==> src/hdl/beep_consts.vh <==
// Purpose: Shared constants for the beep and blink pattern sequencer.
// Assumes: 50 MHz system clock; all pattern timing in 0.25 s steps.
// Notes: Pattern positions count quarter-second steps from zero.
`ifndef BEEP_CONSTS_VH
`define BEEP_CONSTS_VH

`define CLK_HZ 50000000
`define QUARTER_MS 250
`define MS_PER_S 1000

// Tone frequencies in Hz
`define FREQ_STD_HZ 932
`define FREQ_LOW_HZ 1500
`define FREQ_HIGH_HZ 2000

// Pitch select codes
`define PITCH_STD 2'h0
`define PITCH_LOW 2'h1
`define PITCH_HIGH 2'h2

// Sequencer modes
`define MODE_IDLE 3'h0
`define MODE_PROMPT 3'h1
`define MODE_UPDATE 3'h2
`define MODE_VIDEO 3'h3
`define MODE_MEM 3'h4
`define MODE_THERM 3'h5
`define MODE_HALT 3'h6

// Last quarter-step index of each pattern group
`define PROMPT_END 6'h01
`define UPDATE_END 6'h03
`define VIDEO_END 6'h19
`define MEM_END 6'h21
`define THERM_END 6'h1f

// First quarter-step from which bursts stay off for the rest of a group
`define VIDEO_ON_END 6'h10
`define MEM_ON_END 6'h18

// Position bits: 1.0 s phase, 0.5 s phase, 0.25 s phase, tone index
`define BEAT_BIT 2
`define HALF_BIT 1
`define QTR_BIT 0
`define TONE_BIT 2

// Number of audible video groups
`define VIDEO_TONE_GRPS 2'h2
`define GRP_ONE 2'h1

`endif

==> src/hdl/beep_blink_seq.v <==
// Purpose: Turns self-test events into speaker tones and LED blinks.
// Assumes: Event inputs are one-cycle pulses from logic on clk_sys.
// Notes: All pattern timing runs in 0.25 s steps from one divider.
// Notes on behaviour
// - Error events play matching tone and blink
// - Prompt: one 0.5 s 932 Hz tone
// - Video tones: two beeps, pause, twice only
// - Video error only without video option ROM
// - Memory tones: three beeps, pause, forever
// - Thermal: eight alternating tones, then shutdown
// - Update: silent, LED off, 0.5 s blinking
// - Video LED: two blinks, pause, forever
// - Memory LED: three blinks, pause, forever
// - Thermal LED: two quarter blinks per tone
`timescale 1ns/10ps
`default_nettype none
`include "beep_consts.vh"
module beep_blink_seq #(
    parameter integer CLK_HZ = `CLK_HZ,
    parameter integer QUARTER_CYC = CLK_HZ / `MS_PER_S * `QUARTER_MS
) (
    input wire clk_sys,
    input wire sys_rst,
    input wire ev_prompt,
    input wire ev_update_start,
    input wire ev_update_done,
    input wire ev_video_err,
    input wire video_rom_found,
    input wire ev_mem_err,
    input wire ev_thermal,
    output reg tone_en_q,
    output reg [1:0] pitch_q,
    output wire spk_q,
    output reg led_q,
    output reg shutdown_q
);
    // Divider end point, cut to the divider width on purpose
    localparam [23:0] QUARTER_LAST = QUARTER_CYC[23:0] - 24'h000001;

    reg [2:0] mode_q;
    reg [5:0] pos_q;
    reg [1:0] grp_q;
    reg [23:0] qdiv_q;
    reg tick;
    reg start;
    reg [2:0] new_mode;
    reg done_acc;
    reg tone_d;
    reg [1:0] pitch_d;
    reg led_d;
    reg [5:0] grp_end;
    reg beat_on;
    reg video_burst;
    reg mem_burst;
    reg video_audible;
    reg therm_high;
    reg therm_lit;
    reg update_lit;

    // Event selection, most severe first
    always @* begin
        start = 1'b1;
        new_mode = `MODE_IDLE;
        if (ev_thermal) begin
            new_mode = `MODE_THERM;
        end else if (ev_mem_err) begin
            new_mode = `MODE_MEM;
        end else if (ev_video_err && !video_rom_found) begin
            new_mode = `MODE_VIDEO;
        end else if (ev_update_start) begin
            new_mode = `MODE_UPDATE;
        end else if (ev_prompt) begin
            new_mode = `MODE_PROMPT;
        end else begin
            start = 1'b0;
        end
        done_acc = ev_update_done && !start &&
                   (mode_q == `MODE_UPDATE);
    end

    always @* begin
        tick = (qdiv_q == QUARTER_LAST);
        case (mode_q)
            `MODE_PROMPT: grp_end = `PROMPT_END;
            `MODE_UPDATE: grp_end = `UPDATE_END;
            `MODE_VIDEO: grp_end = `VIDEO_END;
            `MODE_MEM: grp_end = `MEM_END;
            `MODE_THERM: grp_end = `THERM_END;
            default: grp_end = 6'h00;
        endcase
    end

    // Phase flags of the quarter-step position
    always @* begin
        beat_on = !pos_q[`BEAT_BIT];
        video_burst = (pos_q < `VIDEO_ON_END) && beat_on;
        mem_burst = (pos_q < `MEM_ON_END) && beat_on;
        video_audible = (grp_q < `VIDEO_TONE_GRPS);
        therm_high = !pos_q[`TONE_BIT];
        therm_lit = !pos_q[`QTR_BIT];
        update_lit = pos_q[`HALF_BIT];
    end

    // Output patterns from mode and position
    always @* begin
        tone_d = 1'b0;
        pitch_d = `PITCH_STD;
        led_d = led_q;
        case (mode_q)
            `MODE_PROMPT: begin
                tone_d = 1'b1;
            end
            `MODE_UPDATE: begin
                led_d = update_lit;
            end
            `MODE_VIDEO: begin
                tone_d = video_burst && video_audible;
                led_d = video_burst;
            end
            `MODE_MEM: begin
                tone_d = mem_burst;
                led_d = mem_burst;
            end
            `MODE_THERM: begin
                tone_d = 1'b1;
                pitch_d = therm_high ? `PITCH_HIGH : `PITCH_LOW;
                led_d = therm_lit;
            end
            `MODE_HALT: begin
                led_d = 1'b0;
            end
            default: begin
                tone_d = 1'b0;
            end
        endcase
    end

    // Sequencer state
    always @(posedge clk_sys) begin
        if (sys_rst) begin
            mode_q <= `MODE_IDLE;
            pos_q <= 6'h00;
            grp_q <= 2'h0;
            qdiv_q <= 24'h000000;
            shutdown_q <= 1'b0;
        end else if (start) begin
            // Restart timing so the first step is a full quarter
            mode_q <= new_mode;
            pos_q <= 6'h00;
            grp_q <= 2'h0;
            qdiv_q <= 24'h000000;
        end else if (done_acc) begin
            mode_q <= `MODE_IDLE;
            pos_q <= 6'h00;
            qdiv_q <= 24'h000000;
        end else begin
            qdiv_q <= tick ? 24'h000000 : qdiv_q + 24'h000001;
            if (tick && (mode_q != `MODE_IDLE) &&
                (mode_q != `MODE_HALT)) begin
                if (pos_q != grp_end) begin
                    pos_q <= pos_q + 6'h01;
                end else begin
                    pos_q <= 6'h00;
                    case (mode_q)
                        `MODE_PROMPT: mode_q <= `MODE_IDLE;
                        `MODE_THERM: begin
                            mode_q <= `MODE_HALT;
                            shutdown_q <= 1'b1;
                        end
                        `MODE_VIDEO: begin
                            // Saturate so later video groups stay silent
                            if (grp_q < `VIDEO_TONE_GRPS) begin
                                grp_q <= grp_q + `GRP_ONE;
                            end
                        end
                        `MODE_MEM: begin
                            // Memory groups repeat until power is lost
                            grp_q <= grp_q;
                        end
                        `MODE_UPDATE: begin
                            // Update blinking repeats until done arrives
                            grp_q <= grp_q;
                        end
                        default: grp_q <= grp_q;
                    endcase
                end
            end
        end
    end

    // Registered outputs; reset silences speaker and LED
    always @(posedge clk_sys) begin
        if (sys_rst) begin
            tone_en_q <= 1'b0;
            pitch_q <= `PITCH_STD;
            led_q <= 1'b0;
        end else if (start && (new_mode == `MODE_UPDATE)) begin
            tone_en_q <= 1'b0;
            pitch_q <= `PITCH_STD;
            led_q <= 1'b0;
        end else if (done_acc) begin
            tone_en_q <= 1'b0;
            pitch_q <= `PITCH_STD;
            led_q <= 1'b0;
        end else begin
            tone_en_q <= tone_d;
            pitch_q <= pitch_d;
            led_q <= led_d;
        end
    end

    tone_gen #(
        .CLK_HZ(CLK_HZ)
    ) u_tone (
        .clk_sys(clk_sys),
        .sys_rst(sys_rst),
        .tone_en(tone_en_q),
        .pitch_sel(pitch_q),
        .wave_q(spk_q)
    );
endmodule
`default_nettype wire

==> src/hdl/tone_gen.v <==
// Purpose: Square-wave tone generator with three selectable pitches.
// Assumes: Enable and pitch select come from the same clock domain.
// Notes: Output is low from the clock after the generator is disabled.
`timescale 1ns/10ps
`default_nettype none
`include "beep_consts.vh"
module tone_gen #(
    parameter integer CLK_HZ = `CLK_HZ
) (
    input wire clk_sys,
    input wire sys_rst,
    input wire tone_en,
    input wire [1:0] pitch_sel,
    output reg wave_q
);
    localparam integer HALF_STD = CLK_HZ / (2 * `FREQ_STD_HZ);
    localparam integer HALF_LOW = CLK_HZ / (2 * `FREQ_LOW_HZ);
    localparam integer HALF_HIGH = CLK_HZ / (2 * `FREQ_HIGH_HZ);

    reg [15:0] cnt_q;
    reg [15:0] limit;

    always @* begin
        case (pitch_sel)
            `PITCH_LOW: limit = HALF_LOW[15:0] - 16'h0001;
            `PITCH_HIGH: limit = HALF_HIGH[15:0] - 16'h0001;
            default: limit = HALF_STD[15:0] - 16'h0001;
        endcase
    end

    // Half-period counter toggles the wave
    always @(posedge clk_sys) begin
        if (sys_rst || !tone_en) begin
            cnt_q <= 16'h0000;
            wave_q <= 1'b0;
        end else if (cnt_q >= limit) begin
            cnt_q <= 16'h0000;
            wave_q <= ~wave_q;
        end else begin
            cnt_q <= cnt_q + 16'h0001;
        end
    end
endmodule
`default_nettype wire

==> config.mk <==
export PLATFORM = sky130hd
export DESIGN_NAME = beep_blink_seq
export DESIGN_NICKNAME = d
export VERILOG_FILES = /design/src/hdl/beep_blink_seq.v /design/src/hdl/tone_gen.v
export VERILOG_INCLUDE_DIRS = /design/src /design/src/hdl
export SDC_FILE = /design/constraint.sdc
export NUM_CORES = 1
export LEC_CHECK = 0
export ABC_AREA = 1
export BUFFER_PORTS_ARGS = -buffer_cell sky130_fd_sc_hd__buf_4
export CAP_MARGIN = 20
export CELL_PAD_IN_SITES_DETAIL_PLACEMENT = 1
export CELL_PAD_IN_SITES_GLOBAL_PLACEMENT = 1
export CORE_MARGIN = 2
export CORE_UTILIZATION = 40
export CTS_BUF_LIST = sky130_fd_sc_hd__clkbuf_16
export CTS_CLUSTER_DIAMETER = 40
export DETAILED_ROUTE_END_ITERATION = 6
export GPL_TIMING_DRIVEN = 0
export MAX_ROUTING_LAYER = met4
export PLACE_DENSITY = 0.79
export SLEW_MARGIN = 5
export SYNTH_ARGS = -nofsm -noshare
export SYNTH_HDL_FRONTEND = slang
export SYNTH_SLANG_ARGS = --single-unit
==> constraint.sdc <==
create_clock -name clk_sys -period 1.8 [get_ports clk_sys]
set_input_delay 0.36 -clock clk_sys [delete_from_list [all_inputs] [get_ports clk_sys]]
set_output_delay 0.36 -clock clk_sys [all_outputs]
set_load 0.02 [all_outputs]
==> results of run 1 <==
==> power by group <==
group	total, mW	internal [mW]	switching, mW
Sequential	1.28	1.27	0.0103
Clock	1.79	1.19	0.599
Combinational	0.206	0.0778	0.128
Total	3.28	2.54	0.737
==> kinds of logic (layout without fill, tap and decap cells) <==
family	Yosys count	count (layout)	synth area share [%]
DFF	57	57	35.05
adders and majority gates	15	15	5.765
buffers and inverters	76	120	9.224
xor gates and xnor gates	19	19	5.111
AOI/OAI and AO/OA	46	46	8.301
and+or+nand+nor	259	259	36.55
==> path summary, 6_finish.rpt <==
check                           startpoint              end  slack [ps]  cells past startpoint
worst max-delay path            pitch_q[1]  u_tone.cnt_q[1]        -150                     10
worst min-delay path               sys_rst        mode_q[0]         230                      2
worst max register to register  pitch_q[1]  u_tone.cnt_q[1]        -150                     10
worst min register to register   qdiv_q[0]        qdiv_q[0]         430                      1
==> per-layer routing <==
metal / up-vias / global-route usage [%]
li1: 1583 / -
met1: 1556 / 26.76
met2: 38 / 43.45
met3: 23 / 4.655
met4: 0 / 7.367
met5: - / -
==> sequential cells by signal (all words and copies together) (netlist names) <==
name and count:
mode_q 3, tone_en_q 1, led_q 1, u_tone.wave_q 1
pos_q 6, u_tone.cnt_q 16, grp_q 2, shutdown_q 1
qdiv_q 24, pitch_q 2
==> repair_timing <==
| item | CTS | global route |
|---|---|---|
| endpoints found under the setup margin | 37 | 52 |
| buffers inserted | 6 | 7 |
| cloned | 1 | 0 |
| pin swaps | 16 | 15 |
| gates resized for setup | 40 | 54 |
==> cell usage in the layout, fill, tap and decap left out, types with 3 or more instances in the layout <==
master      n
xnor2_1     7
a31oi_1     3
a21oi_2     9
o21ai_0     9
nand2_1    92
nor3b_1     3
buf_6       3
o21ai_1     3
inv_2       9
nand4_1    11
nor2_4     15
buf_4      26
dfxtp_1    52
clkbuf_16   9
a21oi_1    15
xor2_1     11
nand2_2    11
nor3_1      8
nor3_2      3
ha_1        7
nor2_2     13
nand3_4     3
dfxtp_2     3
ha_4        7
nor2_1     55
inv_1      60
nand3_2     7
nand2_4     4
nand3_1    30
==> stage by stage <==
stage / hold WS, ps / setup WS (ps)
after floorplan: 417.5 / 13.59
after global placement: 429.5 / -185.6
after detailed placement: 440.4 / -250.2
after CTS: 214.9 / -64.93
after global routing: 233.3 / -255.6
final: 229.7 / -146.2
==> area by class of cell <==
cell class | count | area share [%]
multi-input cells | 339 | 49.96
well taps | 102 | 2.963
plain buffers | 5 | 1.162
repair buffers | 28 | 5.606
flip-flops and latches | 57 | 26.75
clock buffers | 9 | 5.228
clock inverters | 7 | 1.975
inverters | 71 | 6.361
==> flow_metrics.env, run 1 <==
export IMPL_final_nets=535
export IMPL_drtIter0Drc=85
export IMPL_slew_headroom_pct=66.90
export IMPL_power_mw=3.282
export IMPL_critPathSlowestCell="dfxtp_4"
export IMPL_grt_overflow=0
export IMPL_yosys_cell_count_top_type="nand2_1"
export IMPL_ys_types=32
export IMPL_dieHeight_um=94.22
export IMPL_start_util_pct=41.70
export IMPL_pin_count=15
export IMPL_path_max_fanout=5
export IMPL_synth_edff_count=0
export IMPL_fin_util_pct=55.18
export IMPL_yosys_warnings=0
export IMPL_grt_max_degree=11
export IMPL_min_period_ps=1946
export IMPL_wl_mm=9.874
export IMPL_ir_worst_vdd_mv=0.3978
export IMPL_rsz0062_at_grt="yes"
export IMPL_setup_slack_ps=-146.2
export IMPL_crit_arrival_ps=2210
export IMPL_critPathMaxStageDelay_ps=360
export IMPL_wl_met1_mm=4.108
export IMPL_clockRootBuffer="clkbuf_16"
export IMPL_fin_cells=618
export IMPL_via_count=3200
export IMPL_wl_met2_mm=5.275
export IMPL_grt_pass1_wl_mm=16.12
export IMPL_synth_fp_nets=496
export IMPL_leakage_nw=1.650
export IMPL_die_w_um=94.22
export IMPL_seqCellArea_um2=1152
export IMPL_antenna_found_initial=0
export IMPL_finalSetupViolations=17
export IMPL_worst_pin_slew_ps=496.6
export IMPL_powerDensity_nw_per_um2=761.9
export IMPL_slew_violations=0
export IMPL_ys_seq_elements=57
export IMPL_synthFlopType="dfxtp_1"
export IMPL_path_clk_slew_ps=50
export IMPL_wl_per_cell_um=15.98
export IMPL_critPathTopFamily="adder cells"
export IMPL_fin_area_um2=4308
export IMPL_hp_class="input pin to flip-flop"
export IMPL_dp_cells=588
export IMPL_cts_max_path_buffers=2
export IMPL_drive_above_1_share_pct=27.91
export IMPL_status="finished with violations"
export IMPL_dp_hpwl_mm=6.313
export IMPL_path_buf_inv=2
export IMPL_avgSynthCellArea_um2=6.898
export IMPL_multi_input_area_um2=2152
export IMPL_wl_met3_um=254
export IMPL_hold_violations=0
export IMPL_netlist_instances=472
export IMPL_viasPerCell=5.178
export IMPL_coreArea_um2=7807
export IMPL_rows=32
export IMPL_crit_path_frequent_cell="ha_4"
export IMPL_die_area_um2=8876
export IMPL_synth_area_leaders="dfxtp_1 (35%), nand2_1 (12%), nor2_1 (8.3%)"
export IMPL_diodes=0
export IMPL_yosysTopAreaCellShare_pct=35.05
export IMPL_top_layer_used="met4"
export IMPL_drtPass1Iterations=4
export IMPL_required_ps=2060
export IMPL_critical_path_class="flip-flop to flip-flop"
export IMPL_end_kind="flip-flop"
export IMPL_area_delta_synth_final_pct=32.32
export IMPL_cts_tree="yes"
export IMPL_drc=0
export IMPL_tns_ps=-2147
export IMPL_place_area_um2=3507
export IMPL_cts_sinks=57
export IMPL_grt_pass1_vias=3381
export IMPL_ys_seq_area_share_pct=35.05
export IMPL_syn_cell_area_um2=3256
export IMPL_failed_checks="negative setup slack"
export IMPL_place_congestion=0.8254
export IMPL_clk_latency_ps=330
export IMPL_async_flop_share_pct=0
export IMPL_cts_buffers_inserted=9
export IMPL_yosysTopAreaCell="dfxtp_1"
export IMPL_period_share_pct=108.1
export IMPL_synth_common_cells="nand2_1 (101), nor2_1 (72), inv_1 (64), dfxtp_1 (57), nand3_1 (37)"
export IMPL_finalClockSkew_ps=6.690
export IMPL_antenna_left=0
export IMPL_hold_buffers=0
export IMPL_clock_fmax_mhz=513.8
export IMPL_crit_chain="inv_4 > ha_4 > ha_4 > a21oi_1 > o21ai_0 > nor2_1 > o21a_1 > nand3_4 > buf_8 > nor2_4"
export IMPL_h_tree_depth=3
export IMPL_io_buffers=14
export IMPL_grt_util_all_layers_pct=24.07
export IMPL_max_cap_violations=0
export IMPL_cp_start_kind="flip-flop"
export IMPL_fillerInstances=971
Note: power is estimated with default switching activity, not from simulation.
==> inputs of run 2 (changes only) <==
--- a/config.mk
+++ b/config.mk
@@ -19,6 +19,8 @@
 export GPL_TIMING_DRIVEN = 0
 export MAX_ROUTING_LAYER = met4
 export PLACE_DENSITY = 0.79
+export SETUP_SLACK_MARGIN = 0.05
+export SKIP_LAST_GASP = 1
 export SLEW_MARGIN = 5
 export SYNTH_ARGS = -nofsm -noshare
 export SYNTH_HDL_FRONTEND = slang
==> run 2 against run 1 <==
Effect of this change:
- the run still ends with negative setup slack left
- sequential power hardly changed
- clock skew is 1.3 ps higher
- cell count increased by 0.16%
- global-route usage shrank 0.30 points
- non-clock buffer count grew 3
- critical path depth is 2 higher
- via count unchanged
- critical path type unchanged
- critical endpoint is now u_tone.wave_q
- largest power group unchanged
==> flow_metrics.env, run 2 (synthesized netlist as in run 1, its figures left out) <==
export IMPL_die_w_um=94.22
export IMPL_ir_worst_vdd_mv=0.5183
export IMPL_grt_pass1_vias=3459
export IMPL_drtIter0Drc=140
export IMPL_cts_buffers_inserted=9
export IMPL_place_area_um2=3510
export IMPL_power_mw=3.053
export IMPL_rsz0062_at_grt="yes"
export IMPL_final_common_cell="nand2_1"
export IMPL_drc=0
export IMPL_worst_pin_slew_ps=483.1
export IMPL_fin_util_pct=55.35
export IMPL_required_ps=2010
export IMPL_slew_violations=0
export IMPL_coreArea_um2=7807
export IMPL_powerDensity_nw_per_um2=706.5
export IMPL_place_ws_ps=-293.0
export IMPL_top_regs="qdiv_q (24), u_tone.cnt_q (16), pos_q (6)"
export IMPL_p_sw_share_pct=23.27
export IMPL_diodes=0
export IMPL_end_kind="flip-flop"
export IMPL_clock_fmax_mhz=500.3
export IMPL_die_area_um2=8876
export IMPL_min_period_ps=1999
export IMPL_largest_register="qdiv_q"
export IMPL_pwr_share_clk_pct=50.8
export IMPL_path_clk_slew_ps=50
export IMPL_wl_mm=9.697
export IMPL_via_count=3200
export IMPL_seqCellArea_um2=1157
export IMPL_setup_slack_ps=-198.8
export IMPL_leakage_nw=1.695
export IMPL_fillerInstances=978
export IMPL_finalClockSkew_ps=8.031
export IMPL_clockRootBuffer="clkbuf_16"
export IMPL_grt_util_all_layers_pct=23.77
export IMPL_drive_above_1_share_pct=27.85
export IMPL_hp_class="input pin to flip-flop"
export IMPL_grt_max_degree=11
export IMPL_grt_pass1_wl_mm=16.09
export IMPL_area_delta_synth_final_pct=32.74
export IMPL_p_seq_share_pct=42.0
export IMPL_hold_violations=0
export IMPL_h_tree_depth=3
export IMPL_fin_area_um2=4322
export IMPL_grt_overflow=0
export IMPL_pin_count=15
export IMPL_p_switching_mw=0.7104
export IMPL_min_path_cells=2
export IMPL_io_buffers=14
export IMPL_dp_hpwl_mm=6.300
export IMPL_place_congestion=0.8252
export IMPL_wl_per_cell_um=15.67
export IMPL_cp_start_kind="flip-flop"
export IMPL_finalSetupViolations=17
export IMPL_crit_arrival_ps=2210
export IMPL_dieHeight_um=94.22
export IMPL_path_max_fanout=3
export IMPL_multi_input_area_um2=2165
export IMPL_clk_latency_ps=320
export IMPL_comb_power_share_pct=7.2
export IMPL_period_share_pct=111.0
export IMPL_dp_cells=588
export IMPL_slew_headroom_pct=67.79
export IMPL_drtPass1Iterations=4
export IMPL_start_util_pct=41.70
export IMPL_viasPerCell=5.170
export IMPL_cts_tree="yes"
export IMPL_antenna_found_initial=0
export IMPL_largest_reg_flops=24
export IMPL_status="finished with violations"
export IMPL_failed_checks="negative setup slack"
export IMPL_fin_cells=619
export IMPL_p_int_mw=2.343
export IMPL_final_cell_mix="nand2_1 (92), inv_1 (60), nor2_1 (59), dfxtp_1 (50), nand3_1 (29)"
export IMPL_cts_sinks=57
export IMPL_cts_max_path_buffers=2
export IMPL_antenna_left=0
export IMPL_rr_worst_depth=12
export IMPL_max_cap_violations=0
export IMPL_final_nets=538
export IMPL_hold_buffers=0
export IMPL_critical_path_class="flip-flop to flip-flop"
export IMPL_rows=32
[run 2: worst max-delay path, stage by stage (launching register included)]
cell	delay, ps
dfxtp_4	350
buf_12	130
ha_4	150
ha_1	260
inv_1	60
nor2_2	140
o2111ai_2	150
o21a_1	270
buf_4	150
nand2_2	70
nand2_1	60
nand2_1	60
nor2_1	40
[run 2: layout make-up]
type	instances	share of cell area [%]
clock inverter	4	0.4343
clock buffer	10	5.790
multi-input combinational	339	50.09
timing repair buffer	31	6.601
sequential	57	26.78
buffer	5	1.071
inverter	71	6.283
tap	102	2.953
[run 2: repair_timing]
action                     in CTS  in global routing
pin swaps                      18                 17
gates resized for setup        47                 47
setup buffers                  13                  3
cloned                          1                  0
setup endpoints to repair      41                 52
[run 2: power by group through the flow]
| stage | Sequential (mW) | Clock, mW | Combinational (mW) |
|---|---|---|---|
| finish | 1.28 | 1.55 | 0.221 |
| global route | 1.28 | 1.64 | 0.240 |
| CTS | 1.28 | 1.58 | 0.194 |
| detailed placement | 1.31 | 0 | 0.161 |
| global placement | 1.31 | 0 | 0.155 |
| floorplan | 1.31 | 0 | 0.102 |
[run 2: per-stage QoR]
| step | hold WS, ps | setup TNS, ps |
|---|---|---|
| final | 241.2 | -2992 |
| after global routing | 231.8 | -4197 |
| after CTS | 236.4 | -1108 |
| after floorplan | 417.5 | 0 |
| after detailed placement | 454.4 | -5119 |
| after global placement | 427.6 | -2557 |
[run 2: path summary, 6_finish.rpt]
kind	start	end	slack [ps]
hold reg to reg	qdiv_q[0]	qdiv_q[0]	450
setup / recovery	pitch_q[1]	u_tone.wave_q	-200
setup reg to reg	pitch_q[1]	u_tone.wave_q	-200
hold / removal	sys_rst	mode_q[0]	240
[run 2: layer usage]
metal / GRT usage (%) / vias up / wire [um]
li1: - / 1582 / -
met5: - / - / 0
met4: 8.696 / 0 / 250
met2: 42.44 / 48 / 5165
met3: 4.655 / 22 / 213
met1: 26.20 / 1548 / 4068
